## config.mk

```make
export PLATFORM = sky130hd
export DESIGN_NAME = ufx_top
export DESIGN_NICKNAME = d
export VERILOG_FILES = /design/src/core/ufx_pkg.sv /design/src/core/ufx_top.sv /design/src/core/ufx_irq_gate.sv
export SDC_FILE = /design/constraint.sdc
export NUM_CORES = 1
export LEC_CHECK = 0
export ABC_AREA = 1
export BUFFER_PORTS_ARGS = -buffer_cell sky130_fd_sc_hd__buf_2
export CORE_MARGIN = 10
export CORE_UTILIZATION = 40
export CTS_CLUSTER_SIZE = 24
export DETAILED_ROUTE_END_ITERATION = 10
export PLACE_DENSITY = 0.54
export SLEW_MARGIN = 30
export SYNTH_ARGS = -nofsm -noshare
export SYNTH_HDL_FRONTEND = slang
export SYNTH_SLANG_ARGS = --single-unit
```

## constraint.sdc

```tcl
create_clock -name mclk_in -period 7 [get_ports mclk_in]
set_input_delay 1.4 -clock mclk_in [delete_from_list [all_inputs] [get_ports mclk_in]]
set_output_delay 1.4 -clock mclk_in [all_outputs]
set_load 0.01 [all_outputs]
```

## src/core/ufx_pkg.sv

```systemverilog
// Operation
// Pointer mode: tx-done on every FIFO load
// Pointer mode needs one-byte transmit trigger
// Pointer mode forbids DMA FIFO transfers
// Report free transmit FIFO bytes
// Pointer mode: rx-done on every FIFO store
// Pointer mode needs one-byte receive trigger
// Rx-done may come with zero fill
// Full-duplex frames with configurable format
// Selectable LSB-first or MSB-first order
// Single mode sends on holding write
// FIFO mode sends once enabled after loading
// Load FIFO before setting transmit enable
// Shift out start, data, parity, stop
// Single mode: tx-done on holding handover
// FIFO mode: tx-done after trigger loads
// Pending mode holds tx-done until refill
// Pointer mode never holds tx-done
// FIFO mode: drained event when all empty
// Flush discards held tx-done events
// Pause transmission while no data
// No events from reset emptying
// Check busy flag before reinitialising
package ufx_pkg;

  // ---------------------------------------------------------------
  // Timing
  // ---------------------------------------------------------------
  localparam int unsigned CLK_HZ       = 20000000;
  localparam int unsigned BAUD_DEFAULT = 9600;
  localparam logic [15:0] DIV_RST      = 16'(CLK_HZ / BAUD_DEFAULT - 1);

  // ---------------------------------------------------------------
  // Register map
  // ---------------------------------------------------------------
  localparam logic [5:0] A_CTRL0  = 6'h00;
  localparam logic [5:0] A_FCTL   = 6'h04;
  localparam logic [5:0] A_TRIG   = 6'h08;
  localparam logic [5:0] A_DIV    = 6'h0C;
  localparam logic [5:0] A_TXDATA = 6'h10;
  localparam logic [5:0] A_RXDATA = 6'h14;
  localparam logic [5:0] A_STATUS = 6'h18;
  localparam logic [5:0] A_TXFREE = 6'h1C;
  localparam logic [5:0] A_RXFILL = 6'h20;

  localparam int CTRL0_TXEN    = 0;
  localparam int CTRL0_RXEN    = 1;
  localparam int CTRL0_CFG_LSB = 2;
  localparam int FCTL_SEL      = 0;
  localparam int FCTL_TXPOL    = 1;
  localparam int FCTL_RXPOL    = 2;
  localparam int FCTL_TXFLUSH  = 3;
  localparam int FCTL_RXFLUSH  = 4;
  localparam int STAT_BUSY     = 0;
  localparam int STAT_PERR     = 1;
  localparam int STAT_FERR     = 2;
  localparam int STAT_OVR      = 3;

  localparam logic [6:0] CTRL0_RST = 7'h00;
  localparam logic [2:0] FCTL_RST  = 3'h0;
  localparam logic [7:0] TRIG_RST  = 8'h00;
  localparam logic [4:0] FIFO_DEPTH = 5'h10;

  // ---------------------------------------------------------------
  // Frame format
  // ---------------------------------------------------------------
  localparam logic [1:0] PAR_NONE = 2'h0;
  localparam logic [1:0] PAR_ZERO = 2'h1;
  localparam logic [1:0] PAR_ODD  = 2'h2;
  localparam logic [1:0] PAR_EVEN = 2'h3;

  typedef struct packed {
    logic       msb_first;
    logic       two_stop;
    logic [1:0] parity;
    logic       char7;
  } ufx_frame_cfg_s;

  typedef struct packed {
    logic       ferr;
    logic       perr;
    logic [7:0] data;
  } ufx_rx_word_s;

  typedef enum logic [1:0] {
    UFX_TX_IDLE  = 2'b01,
    UFX_TX_SHIFT = 2'b10
  } ufx_tx_state_e;

  typedef enum logic [2:0] {
    UFX_RX_IDLE  = 3'b001,
    UFX_RX_START = 3'b010,
    UFX_RX_BITS  = 3'b100
  } ufx_rx_state_e;

endpackage

```

## src/core/ufx_top.sv

```systemverilog
`timescale 1ns/10ps
module ufx_top (
  input  wire logic        mclk_in,
  input  wire logic        rst_in,
  input  wire logic [5:0]  addr_in,
  input  wire logic [31:0] wdata_in,
  input  wire logic        wr_in,
  input  wire logic        rd_in,
  output logic      [31:0] rdata_out,
  input  wire logic        serial_in_pin_in,
  output logic             serial_out_pin_out,
  output logic             tx_done_irq_out,
  output logic             rx_done_irq_out,
  output logic             tx_drained_irq_out
);
  // ---------------------------------------------------------------
  // Registers
  // ---------------------------------------------------------------
  logic [6:0]  ctrl0_q, ctrl0_d;
  logic [2:0]  fctl_q, fctl_d;
  logic [7:0]  trig_q, trig_d;
  logic [15:0] div_q, div_d;
  logic [2:0]  err_q, err_d;
  logic [31:0] rdata_d;
  logic        tx_flush;
  logic        rx_flush;
  logic        tx_en;
  logic        rx_en;
  logic        fifo_sel;
  ufx_pkg::ufx_frame_cfg_s cfg;

  logic [7:0]  tx_mem [16];
  logic [3:0]  tx_wp_q, tx_wp_d, tx_rp_q, tx_rp_d;
  logic [4:0]  tx_cnt_q, tx_cnt_d, tx_cap, tx_free;
  logic        tx_push, tx_load, tx_end, tx_busy;
  ufx_pkg::ufx_tx_state_e tx_st_q, tx_st_d;
  logic [11:0] tx_frm_q, tx_frm_d;
  logic [3:0]  tx_left_q, tx_left_d;
  logic [15:0] tx_baud_q, tx_baud_d;
  logic        tx_pin_d, drained_d;

  ufx_pkg::ufx_rx_word_s rx_mem [16];
  logic [3:0]  rx_wp_q, rx_wp_d, rx_rp_q, rx_rp_d;
  logic [4:0]  rx_cnt_q, rx_cnt_d, rx_cap;
  logic        rx_push, rx_pop, rx_ovr;
  ufx_pkg::ufx_rx_state_e rx_st_q, rx_st_d;
  logic [10:0] rx_sh_q, rx_sh_d;
  logic [3:0]  rx_left_q, rx_left_d;
  logic [15:0] rx_baud_q, rx_baud_d;
  logic        rx_prev_q;
  logic        rx_valid_q, rx_valid_d;
  ufx_pkg::ufx_rx_word_s rx_word_q, rx_word_d;

  logic [3:0]  nchar;
  logic [3:0]  nbits;

  assign tx_en    = ctrl0_q[ufx_pkg::CTRL0_TXEN];
  assign rx_en    = ctrl0_q[ufx_pkg::CTRL0_RXEN];
  assign cfg      = ufx_pkg::ufx_frame_cfg_s'(ctrl0_q[6:ufx_pkg::CTRL0_CFG_LSB]);
  assign fifo_sel = fctl_q[ufx_pkg::FCTL_SEL];
  assign nchar    = cfg.char7 ? 4'h7 : 4'h8;
  assign nbits    = nchar + ((cfg.parity != ufx_pkg::PAR_NONE) ? 4'h1 : 4'h0);
  assign tx_cap   = fifo_sel ? ufx_pkg::FIFO_DEPTH : 5'h01;
  assign rx_cap   = fifo_sel ? ufx_pkg::FIFO_DEPTH : 5'h01;
  assign tx_free  = tx_cap - tx_cnt_q;
  assign tx_busy  = (tx_st_q == ufx_pkg::UFX_TX_SHIFT) || (tx_cnt_q != 5'h00);

  // Parity over the character bits actually sent
  function automatic logic par_bit(input logic [7:0] d, input logic [1:0] mode,
                                   input logic c7);
    logic p;
    p = ^(c7 ? {1'b0, d[6:0]} : d);
    unique case (mode)
      ufx_pkg::PAR_ODD:  par_bit = ~p;
      ufx_pkg::PAR_EVEN: par_bit = p;
      default:           par_bit = 1'b0;
    endcase
  endfunction

  // Bit order swap within the active character length
  function automatic logic [7:0] order(input logic [7:0] d, input logic msb,
                                       input logic c7);
    logic [7:0] r;
    r = d;
    if (msb) begin
      r = {d[0], d[1], d[2], d[3], d[4], d[5], d[6], d[7]};
      if (c7) begin
        r = {1'b0, r[7:1]};
      end
    end
    order = r;
  endfunction

  // ---------------------------------------------------------------
  // Register access
  // ---------------------------------------------------------------
  always_comb begin
    ctrl0_d  = ctrl0_q;
    fctl_d   = fctl_q;
    trig_d   = trig_q;
    div_d    = div_q;
    tx_flush = 1'b0;
    rx_flush = 1'b0;
    err_d    = err_q;
    rdata_d  = 32'h0000_0000;
    if (wr_in) begin
      case (addr_in)
        ufx_pkg::A_CTRL0:  ctrl0_d = wdata_in[6:0];
        ufx_pkg::A_FCTL: begin
          fctl_d   = wdata_in[2:0];
          tx_flush = wdata_in[ufx_pkg::FCTL_TXFLUSH];
          rx_flush = wdata_in[ufx_pkg::FCTL_RXFLUSH];
        end
        ufx_pkg::A_TRIG:   trig_d = wdata_in[7:0];
        ufx_pkg::A_DIV:    div_d = wdata_in[15:0];
        ufx_pkg::A_STATUS: err_d = err_q & ~wdata_in[3:1];
        default: ;
      endcase
    end
    err_d = err_d | {rx_ovr, rx_valid_q & rx_word_q.ferr, rx_valid_q & rx_word_q.perr};
    if (rd_in) begin
      case (addr_in)
        ufx_pkg::A_CTRL0:  rdata_d[6:0] = ctrl0_q;
        ufx_pkg::A_FCTL:   rdata_d[2:0] = fctl_q;
        ufx_pkg::A_TRIG:   rdata_d[7:0] = trig_q;
        ufx_pkg::A_DIV:    rdata_d[15:0] = div_q;
        ufx_pkg::A_RXDATA: rdata_d[9:0] = (rx_cnt_q != 5'h00) ? rx_mem[rx_rp_q] : 10'h000;
        ufx_pkg::A_STATUS: rdata_d[3:0] = {err_q, tx_busy};
        ufx_pkg::A_TXFREE: rdata_d[4:0] = tx_free;
        ufx_pkg::A_RXFILL: rdata_d[4:0] = rx_cnt_q;
        default: ;
      endcase
    end
  end

  always_ff @(posedge mclk_in or posedge rst_in) begin
    if (rst_in) begin
      ctrl0_q   <= ufx_pkg::CTRL0_RST;
      fctl_q    <= ufx_pkg::FCTL_RST;
      trig_q    <= ufx_pkg::TRIG_RST;
      div_q     <= ufx_pkg::DIV_RST;
      err_q     <= 3'h0;
      rdata_out <= 32'h0000_0000;
    end else begin
      ctrl0_q   <= ctrl0_d;
      fctl_q    <= fctl_d;
      trig_q    <= trig_d;
      div_q     <= div_d;
      err_q     <= err_d;
      rdata_out <= rdata_d;
    end
  end

  // ---------------------------------------------------------------
  // Transmit FIFO and shifter
  // ---------------------------------------------------------------
  assign tx_push = wr_in && (addr_in == ufx_pkg::A_TXDATA) && (tx_cnt_q < tx_cap);
  // Enable gates every load, so FIFO mode starts only once enabled
  assign tx_load = (tx_st_q == ufx_pkg::UFX_TX_IDLE) && tx_en && (tx_cnt_q != 5'h00)
                   && !tx_flush;
  assign tx_end  = (tx_st_q == ufx_pkg::UFX_TX_SHIFT) && (tx_baud_q == 16'h0000)
                   && (tx_left_q == 4'h0);

  always_comb begin
    logic [7:0] d;
    d         = order(tx_mem[tx_rp_q], cfg.msb_first, cfg.char7);
    tx_wp_d   = tx_wp_q + {3'h0, tx_push};
    tx_rp_d   = tx_rp_q + {3'h0, tx_load};
    tx_cnt_d  = tx_cnt_q + {4'h0, tx_push} - {4'h0, tx_load};
    tx_st_d   = tx_st_q;
    tx_frm_d  = tx_frm_q;
    tx_left_d = tx_left_q;
    tx_baud_d = tx_baud_q;
    tx_pin_d  = serial_out_pin_out;
    drained_d = 1'b0;
    if (tx_flush) begin
      tx_wp_d  = 4'h0;
      tx_rp_d  = 4'h0;
      tx_cnt_d = 5'h00;
    end
    unique case (tx_st_q)
      ufx_pkg::UFX_TX_IDLE: begin
        tx_pin_d = 1'b1;
        if (tx_load) begin
          tx_frm_d = 12'hFFF;
          tx_frm_d[0] = 1'b0;
          tx_frm_d[8:1] = d;
          if (cfg.char7) begin
            tx_frm_d[8] = 1'b1;
          end
          if (cfg.parity != ufx_pkg::PAR_NONE) begin
            tx_frm_d[nchar + 4'h1] = par_bit(tx_mem[tx_rp_q], cfg.parity, cfg.char7);
          end
          tx_left_d = nbits + (cfg.two_stop ? 4'h2 : 4'h1);
          tx_baud_d = div_q;
          tx_pin_d  = 1'b0;
          tx_st_d   = ufx_pkg::UFX_TX_SHIFT;
        end
      end
      ufx_pkg::UFX_TX_SHIFT: begin
        if (tx_baud_q != 16'h0000) begin
          tx_baud_d = tx_baud_q - 16'h0001;
        end else if (tx_end) begin
          tx_st_d   = ufx_pkg::UFX_TX_IDLE;
          tx_pin_d  = 1'b1;
          drained_d = fifo_sel && (tx_cnt_q == 5'h00);
        end else begin
          tx_frm_d  = {1'b1, tx_frm_q[11:1]};
          tx_pin_d  = tx_frm_q[1];
          tx_left_d = tx_left_q - 4'h1;
          tx_baud_d = div_q;
        end
      end
      default: tx_st_d = ufx_pkg::UFX_TX_IDLE;
    endcase
  end

  always_ff @(posedge mclk_in or posedge rst_in) begin
    if (rst_in) begin
      tx_wp_q            <= 4'h0;
      tx_rp_q            <= 4'h0;
      tx_cnt_q           <= 5'h00;
      tx_st_q            <= ufx_pkg::UFX_TX_IDLE;
      tx_frm_q           <= 12'hFFF;
      tx_left_q          <= 4'h0;
      tx_baud_q          <= 16'h0000;
      serial_out_pin_out <= 1'b1;
      tx_drained_irq_out <= 1'b0;
    end else begin
      tx_wp_q            <= tx_wp_d;
      tx_rp_q            <= tx_rp_d;
      tx_cnt_q           <= tx_cnt_d;
      tx_st_q            <= tx_st_d;
      tx_frm_q           <= tx_frm_d;
      tx_left_q          <= tx_left_d;
      tx_baud_q          <= tx_baud_d;
      serial_out_pin_out <= tx_pin_d;
      tx_drained_irq_out <= drained_d;
    end
  end

  always_ff @(posedge mclk_in) begin
    if (tx_push && !tx_flush) begin
      tx_mem[tx_wp_q] <= wdata_in[7:0];
    end
  end

  // ---------------------------------------------------------------
  // Receiver and receive FIFO
  // ---------------------------------------------------------------
  assign rx_push = rx_valid_q && rx_en && (rx_cnt_q < rx_cap) && !rx_flush;
  assign rx_ovr  = rx_valid_q && rx_en && (rx_cnt_q >= rx_cap);
  assign rx_pop  = rd_in && (addr_in == ufx_pkg::A_RXDATA) && (rx_cnt_q != 5'h00);

  always_comb begin
    logic [10:0] al;
    logic [7:0]  raw;
    al         = 11'h000;
    raw        = 8'h00;
    rx_st_d    = rx_st_q;
    rx_sh_d    = rx_sh_q;
    rx_left_d  = rx_left_q;
    rx_baud_d  = rx_baud_q;
    rx_valid_d = 1'b0;
    rx_word_d  = rx_word_q;
    rx_wp_d    = rx_wp_q + {3'h0, rx_push};
    rx_rp_d    = rx_rp_q + {3'h0, rx_pop};
    rx_cnt_d   = rx_cnt_q + {4'h0, rx_push} - {4'h0, rx_pop};
    if (rx_flush) begin
      rx_wp_d  = 4'h0;
      rx_rp_d  = 4'h0;
      rx_cnt_d = 5'h00;
    end
    unique case (rx_st_q)
      ufx_pkg::UFX_RX_IDLE: begin
        if (rx_en && rx_prev_q && !serial_in_pin_in) begin
          rx_baud_d = {1'b0, div_q[15:1]};
          rx_st_d   = ufx_pkg::UFX_RX_START;
        end
      end
      ufx_pkg::UFX_RX_START: begin
        if (rx_baud_q != 16'h0000) begin
          rx_baud_d = rx_baud_q - 16'h0001;
        end else if (serial_in_pin_in) begin
          rx_st_d = ufx_pkg::UFX_RX_IDLE;
        end else begin
          rx_baud_d = div_q;
          rx_left_d = nbits + 4'h1;
          rx_st_d   = ufx_pkg::UFX_RX_BITS;
        end
      end
      ufx_pkg::UFX_RX_BITS: begin
        if (rx_baud_q != 16'h0000) begin
          rx_baud_d = rx_baud_q - 16'h0001;
        end else begin
          rx_sh_d   = {serial_in_pin_in, rx_sh_q[10:1]};
          rx_left_d = rx_left_q - 4'h1;
          rx_baud_d = div_q;
          if (rx_left_q == 4'h1) begin
            al  = rx_sh_d >> (4'hB - nbits - 4'h1);
            raw = cfg.char7 ? {1'b0, al[6:0]} : al[7:0];
            rx_word_d.data = order(raw, cfg.msb_first, cfg.char7);
            rx_word_d.perr = (cfg.parity != ufx_pkg::PAR_NONE)
                             && (al[nchar] != par_bit(rx_word_d.data, cfg.parity, cfg.char7));
            rx_word_d.ferr = !al[nbits];
            rx_valid_d     = rx_en;
            rx_st_d        = ufx_pkg::UFX_RX_IDLE;
          end
        end
      end
      default: rx_st_d = ufx_pkg::UFX_RX_IDLE;
    endcase
    if (!rx_en) begin
      rx_st_d = ufx_pkg::UFX_RX_IDLE;
    end
  end

  always_ff @(posedge mclk_in or posedge rst_in) begin
    if (rst_in) begin
      rx_wp_q    <= 4'h0;
      rx_rp_q    <= 4'h0;
      rx_cnt_q   <= 5'h00;
      rx_st_q    <= ufx_pkg::UFX_RX_IDLE;
      rx_sh_q    <= 11'h000;
      rx_left_q  <= 4'h0;
      rx_baud_q  <= 16'h0000;
      rx_prev_q  <= 1'b1;
      rx_valid_q <= 1'b0;
      rx_word_q  <= '0;
    end else begin
      rx_wp_q    <= rx_wp_d;
      rx_rp_q    <= rx_rp_d;
      rx_cnt_q   <= rx_cnt_d;
      rx_st_q    <= rx_st_d;
      rx_sh_q    <= rx_sh_d;
      rx_left_q  <= rx_left_d;
      rx_baud_q  <= rx_baud_d;
      rx_prev_q  <= serial_in_pin_in;
      rx_valid_q <= rx_valid_d;
      rx_word_q  <= rx_word_d;
    end
  end

  always_ff @(posedge mclk_in) begin
    if (rx_push) begin
      rx_mem[rx_wp_q] <= rx_word_q;
    end
  end

  // ---------------------------------------------------------------
  // Completion event policy
  // ---------------------------------------------------------------
  ufx_irq_gate u_tx_gate (
    .mclk_in    (mclk_in),
    .rst_in     (rst_in),
    .flush_in   (tx_flush),
    .pointer_in (!fifo_sel || fctl_q[ufx_pkg::FCTL_TXPOL]),
    .trig_in    ({1'b0, trig_q[3:0]} + 5'h01),
    .event_in   (tx_load),
    .credit_in  (tx_push),
    .fire_out   (tx_done_irq_out)
  );

  ufx_irq_gate u_rx_gate (
    .mclk_in    (mclk_in),
    .rst_in     (rst_in),
    .flush_in   (rx_flush),
    .pointer_in (!fifo_sel || fctl_q[ufx_pkg::FCTL_RXPOL]),
    .trig_in    ({1'b0, trig_q[7:4]} + 5'h01),
    .event_in   (rx_push),
    .credit_in  (rx_pop),
    .fire_out   (rx_done_irq_out)
  );

endmodule

```

## src/core/ufx_irq_gate.sv

```systemverilog
`timescale 1ns/10ps
module ufx_irq_gate (
  input  wire logic       mclk_in,
  input  wire logic       rst_in,
  input  wire logic       flush_in,
  input  wire logic       pointer_in,
  input  wire logic [4:0] trig_in,
  input  wire logic       event_in,
  input  wire logic       credit_in,
  output logic            fire_out
);
  logic [4:0] evt_cnt_q, evt_cnt_d;
  logic [4:0] crd_cnt_q, crd_cnt_d;
  logic [3:0] pend_q, pend_d;
  logic       armed_q, armed_d;
  logic       fire_d;
  logic       evt_hit;
  logic       crd_hit;

  always_comb begin
    evt_hit   = event_in && (pointer_in || (evt_cnt_q + 5'h01 == trig_in));
    crd_hit   = credit_in && (crd_cnt_q + 5'h01 == trig_in);
    evt_cnt_d = evt_cnt_q;
    crd_cnt_d = crd_cnt_q;
    pend_d    = pend_q;
    armed_d   = armed_q;
    fire_d    = 1'b0;
    if (event_in) begin
      evt_cnt_d = evt_hit ? 5'h00 : evt_cnt_q + 5'h01;
    end
    if (credit_in) begin
      crd_cnt_d = crd_hit ? 5'h00 : crd_cnt_q + 5'h01;
    end
    if (pointer_in) begin
      fire_d    = evt_hit;
      armed_d   = 1'b1;
      pend_d    = 4'h0;
      crd_cnt_d = 5'h00;
    end else begin
      if (crd_hit) begin
        if (pend_q != 4'h0) begin
          fire_d = 1'b1;
          pend_d = pend_q - 4'h1;
        end else begin
          armed_d = 1'b1;
        end
      end
      if (evt_hit) begin
        if (armed_d && !fire_d) begin
          fire_d  = 1'b1;
          armed_d = 1'b0;
        end else if (pend_d != 4'hF) begin
          pend_d = pend_d + 4'h1;
        end
      end
    end
    if (flush_in) begin
      evt_cnt_d = 5'h00;
      crd_cnt_d = 5'h00;
      pend_d    = 4'h0;
      armed_d   = 1'b1;
      fire_d    = 1'b0;
    end
  end

  always_ff @(posedge mclk_in or posedge rst_in) begin
    if (rst_in) begin
      evt_cnt_q <= 5'h00;
      crd_cnt_q <= 5'h00;
      pend_q    <= 4'h0;
      armed_q   <= 1'b1;
      fire_out  <= 1'b0;
    end else begin
      evt_cnt_q <= evt_cnt_d;
      crd_cnt_q <= crd_cnt_d;
      pend_q    <= pend_d;
      armed_q   <= armed_d;
      fire_out  <= fire_d;
    end
  end
endmodule

```

==> impl_metrics.ini <==
[status]
status = finished, final reports clean

[logic_synthesis]
synth_edf_count = 288
synth_cell_types = 64
async_flop_share_pct = 39.6
synthTopCellsByArea = edfxtp_1 (37%), dfrtp_1 (18%), nand2_1 (8.6%)
syn_area_per_cell_um2 = 9.43
synth_top_area_share_pct = 36.7
syn_area_mm2 = 0.0236
ys_seq_area_share_pct = 56.9
post-synth-top-area-cell = edfxtp_1
synthFlopType = edfxtp_1
ys_seq_elements = 477
yosysWarningCount = 0
netlist_instances = 2500

[floorplan]
core_area_mm2 = 0.0580
rows = 88
io_pins = 79
start_util_pct = 40.6
die_h_um = 263
die_area_mm2 = 0.0690
fp.dieW_um = 263

[critical_path]
cp.arrival_ps = 3780
r2r-start = fctl_q[0]$_DFFE_PP0P_
cp_slowest_cell = nor2_1
cp_slowest_stage_delay_ps = 730
crit_type = reg -> reg
worst-path-buf-inv = 2
cp_max_fo = 10
critPathRequiredTime_ps = 7210
crit_chain = inv_1 > ha_1 > a21oi_1 > and3_1 > nand2_1 > inv_1 > nand3_1 > nor2_1
worstSetupStartpoint = fctl_q[0]$_DFFE_PP0P_
crit_path_frequent_cell = inv_1
path_delay_family = simple AND/OR/NAND/NOR gates
start_kind = register
crit_path_end_kind = register

[power]
p_int_mw = 5.89
power_switching_mw = 3.07
power.share.sequential_pct = 38.3
power.density_mw_per_mm2 = 340
power_frac_clock_pct = 34.0
p_leak_nw = 11.2
power_switching_share_pct = 34.2
peakVddDrop_v = 0.000222
p_comb_share_pct = 27.7

[timing]
final.min_clock_period_ps = 3570
max_freq_mhz = 280
tightest_slew_ps = 922
post-route-period-util_pct = 50.9
setup_ws_ps = 3430
final-max-slew-violation-count = 0
setup_viol = 0
finalHoldViolations = 0
finalClockSkew_ps = 29.3
rsz0062_at_grt = no
slew_headroom_pct = 38.3
tns_ps = 0

[finish]
antenna_cells = 0
fillers = 5528
nets = 2634
post-route-util_pct = 45.5
syn2layout_area_growth_pct = 12.0
final_cell_mix = nand2_1 (538), inv_1 (301), edfxtp_1 (288)
drive_gt1_share_pct = 8.81
final_common_cell = nand2_1

[global_route]
grt_pass1_wl_um = 93200
grt_overflow_total = 0
grt.total_usage_pct = 16.7
grt_max_degree = 83
antenna_found_initial = 0
grt_pass1_vias = 16300

[detailed_routing]
wl_per_cell_um = 17.8
finalWirelength_um = 59400
antenna_left = 0
dr_total_vias = 17100
firstDrtPassIters = 5
first_iter_violations = 1299
drc = 0
avgViaCountPerCell = 5.11

[clock_network]
clkSlewWorstSetupHoldPaths_ps = 60
ctsLongestPathBuffers = 3
cts_tree = yes
cts_root_buf = clkbuf_16
clk_latency_ps = 610
clock_sinks = 477
cts_hold_buf = 0
ctsResizeCount = 0
post_cts_buffers = 0
cts_buffers = 53
cts_max_level = 2

[run]
max_cap_violations = 0

[placed_design]
post-dp-hpwl_um = 40000
port_buffers = 46
dp_slack_ps = 2890
place_congestion = 0.854

[worst_hold_path]
holdCritPathClass = reg -> reg
worstHoldStart = rx_left_q[2]$_DFFE_PP0P_
## synth_stat cells (27+ instances only)
| cell | instances |
|---|---|
| nand2_1 | 539 |
| inv_1 | 302 |
| edfxtp_1 | 288 |
| o21ai_0 | 229 |
| nor2_1 | 205 |
| dfrtp_1 | 171 |
| nand3_1 | 155 |
| a21oi_1 | 101 |
| ha_1 | 54 |
| clkbuf_1 | 46 |
| mux2i_1 | 43 |
| o211ai_1 | 39 |
| xor2_1 | 35 |
| o22ai_1 | 33 |
| buf_2 | 27 |
| xnor2_1 | 27 |
## layout make-up
| type | count | area (um2) | share of cell area [%] |
|---|---|---|---|
| inverter | 325 | 1230 | 4.66 |
| tap | 765 | 957 | 3.63 |
| clock buffer | 62 | 1420 | 5.38 |
| multi-input combinational | 1614 | 8510 | 32.3 |
| sequential | 477 | 13400 | 50.8 |
| clock inverter | 38 | 495 | 1.88 |
| timing repair buffer | 62 | 370 | 1.40 |
## cells by family after synthesis
kind of cell             after synthesis  share of synthesized area [%]
AND/OR/NAND/NOR                      968                           17.0
XOR/XNOR                              65                           2.51
flip-flops                           477                           56.9
adder cells (fa/ha/maj)               58                           3.21
buffers and inverters                424                           7.38
AO/OA/AOI/OAI                        464                           11.2
multiplexers                          43                           1.83
other                                  1                         0.0159
## power groups by stage
stage,Combinational [mW],Sequential [mW],Clock [mW]
after floorplan,1.97,3.39,0
after global placement,2.43,3.48,0
after detailed placement,2.47,3.48,0
after CTS,2.49,3.43,3.10
after global routing,2.85,3.47,3.23
final,2.48,3.43,3.04
## final timing paths
path	slack (ps)	cells after the start	endpoint
max	3430	8	rx_mem[3][3]$_DFFE_PP_
min	460	1	rx_left_q[2]$_DFFE_PP0P_
max reg2reg	3430	8	rx_mem[3][3]$_DFFE_PP_
min reg2reg	460	1	rx_left_q[2]$_DFFE_PP0P_
max in group asynchronous	5000	4	tx_frm_q[9]$_DFFE_PP1P_
min in group asynchronous	860	2	u_rx_gate.pend_q[0]$_DFF_PP0_
## metal layers
metal	part of all wire (%)	GRT usage (%)	vias up
li1	-	-	8458
met3	4.9	2.94	77
met1	47	23.2	8188
met5	0	0	-
met4	2.1	4.89	0
met2	46	26.3	351
## metrics by stage
stage	instances	hold WS [ps]	instance area, um2	total power, mW
after floorplan	2515	425	23600	5.36
after global placement	3242	441	24400	5.91
after detailed placement	3242	448	24400	5.96
after CTS	3342	459	26300	9.02
after global routing	3343	478	26400	9.54
final	3343	458	26400	8.96
## state kept, by name, indices dropped and copies added, names as in the netlist, 5 cells and up
name and flops:
u_tx_gate.crd_cnt_q 5, rx_baud_q 16, rx_cnt_q 5, tx_mem 128, tx_frm_q 9, rx_word_q 10
tx_cnt_q 5, div_q 16, rx_sh_q 10, u_rx_gate.crd_cnt_q 5, rdata_out 16, u_rx_gate.evt_cnt_q 5
tx_baud_q 16, trig_q 8, u_tx_gate.evt_cnt_q 5, rx_mem 160, ctrl0_q 7
No activity file was read; power rests on OpenSTA's default activity.
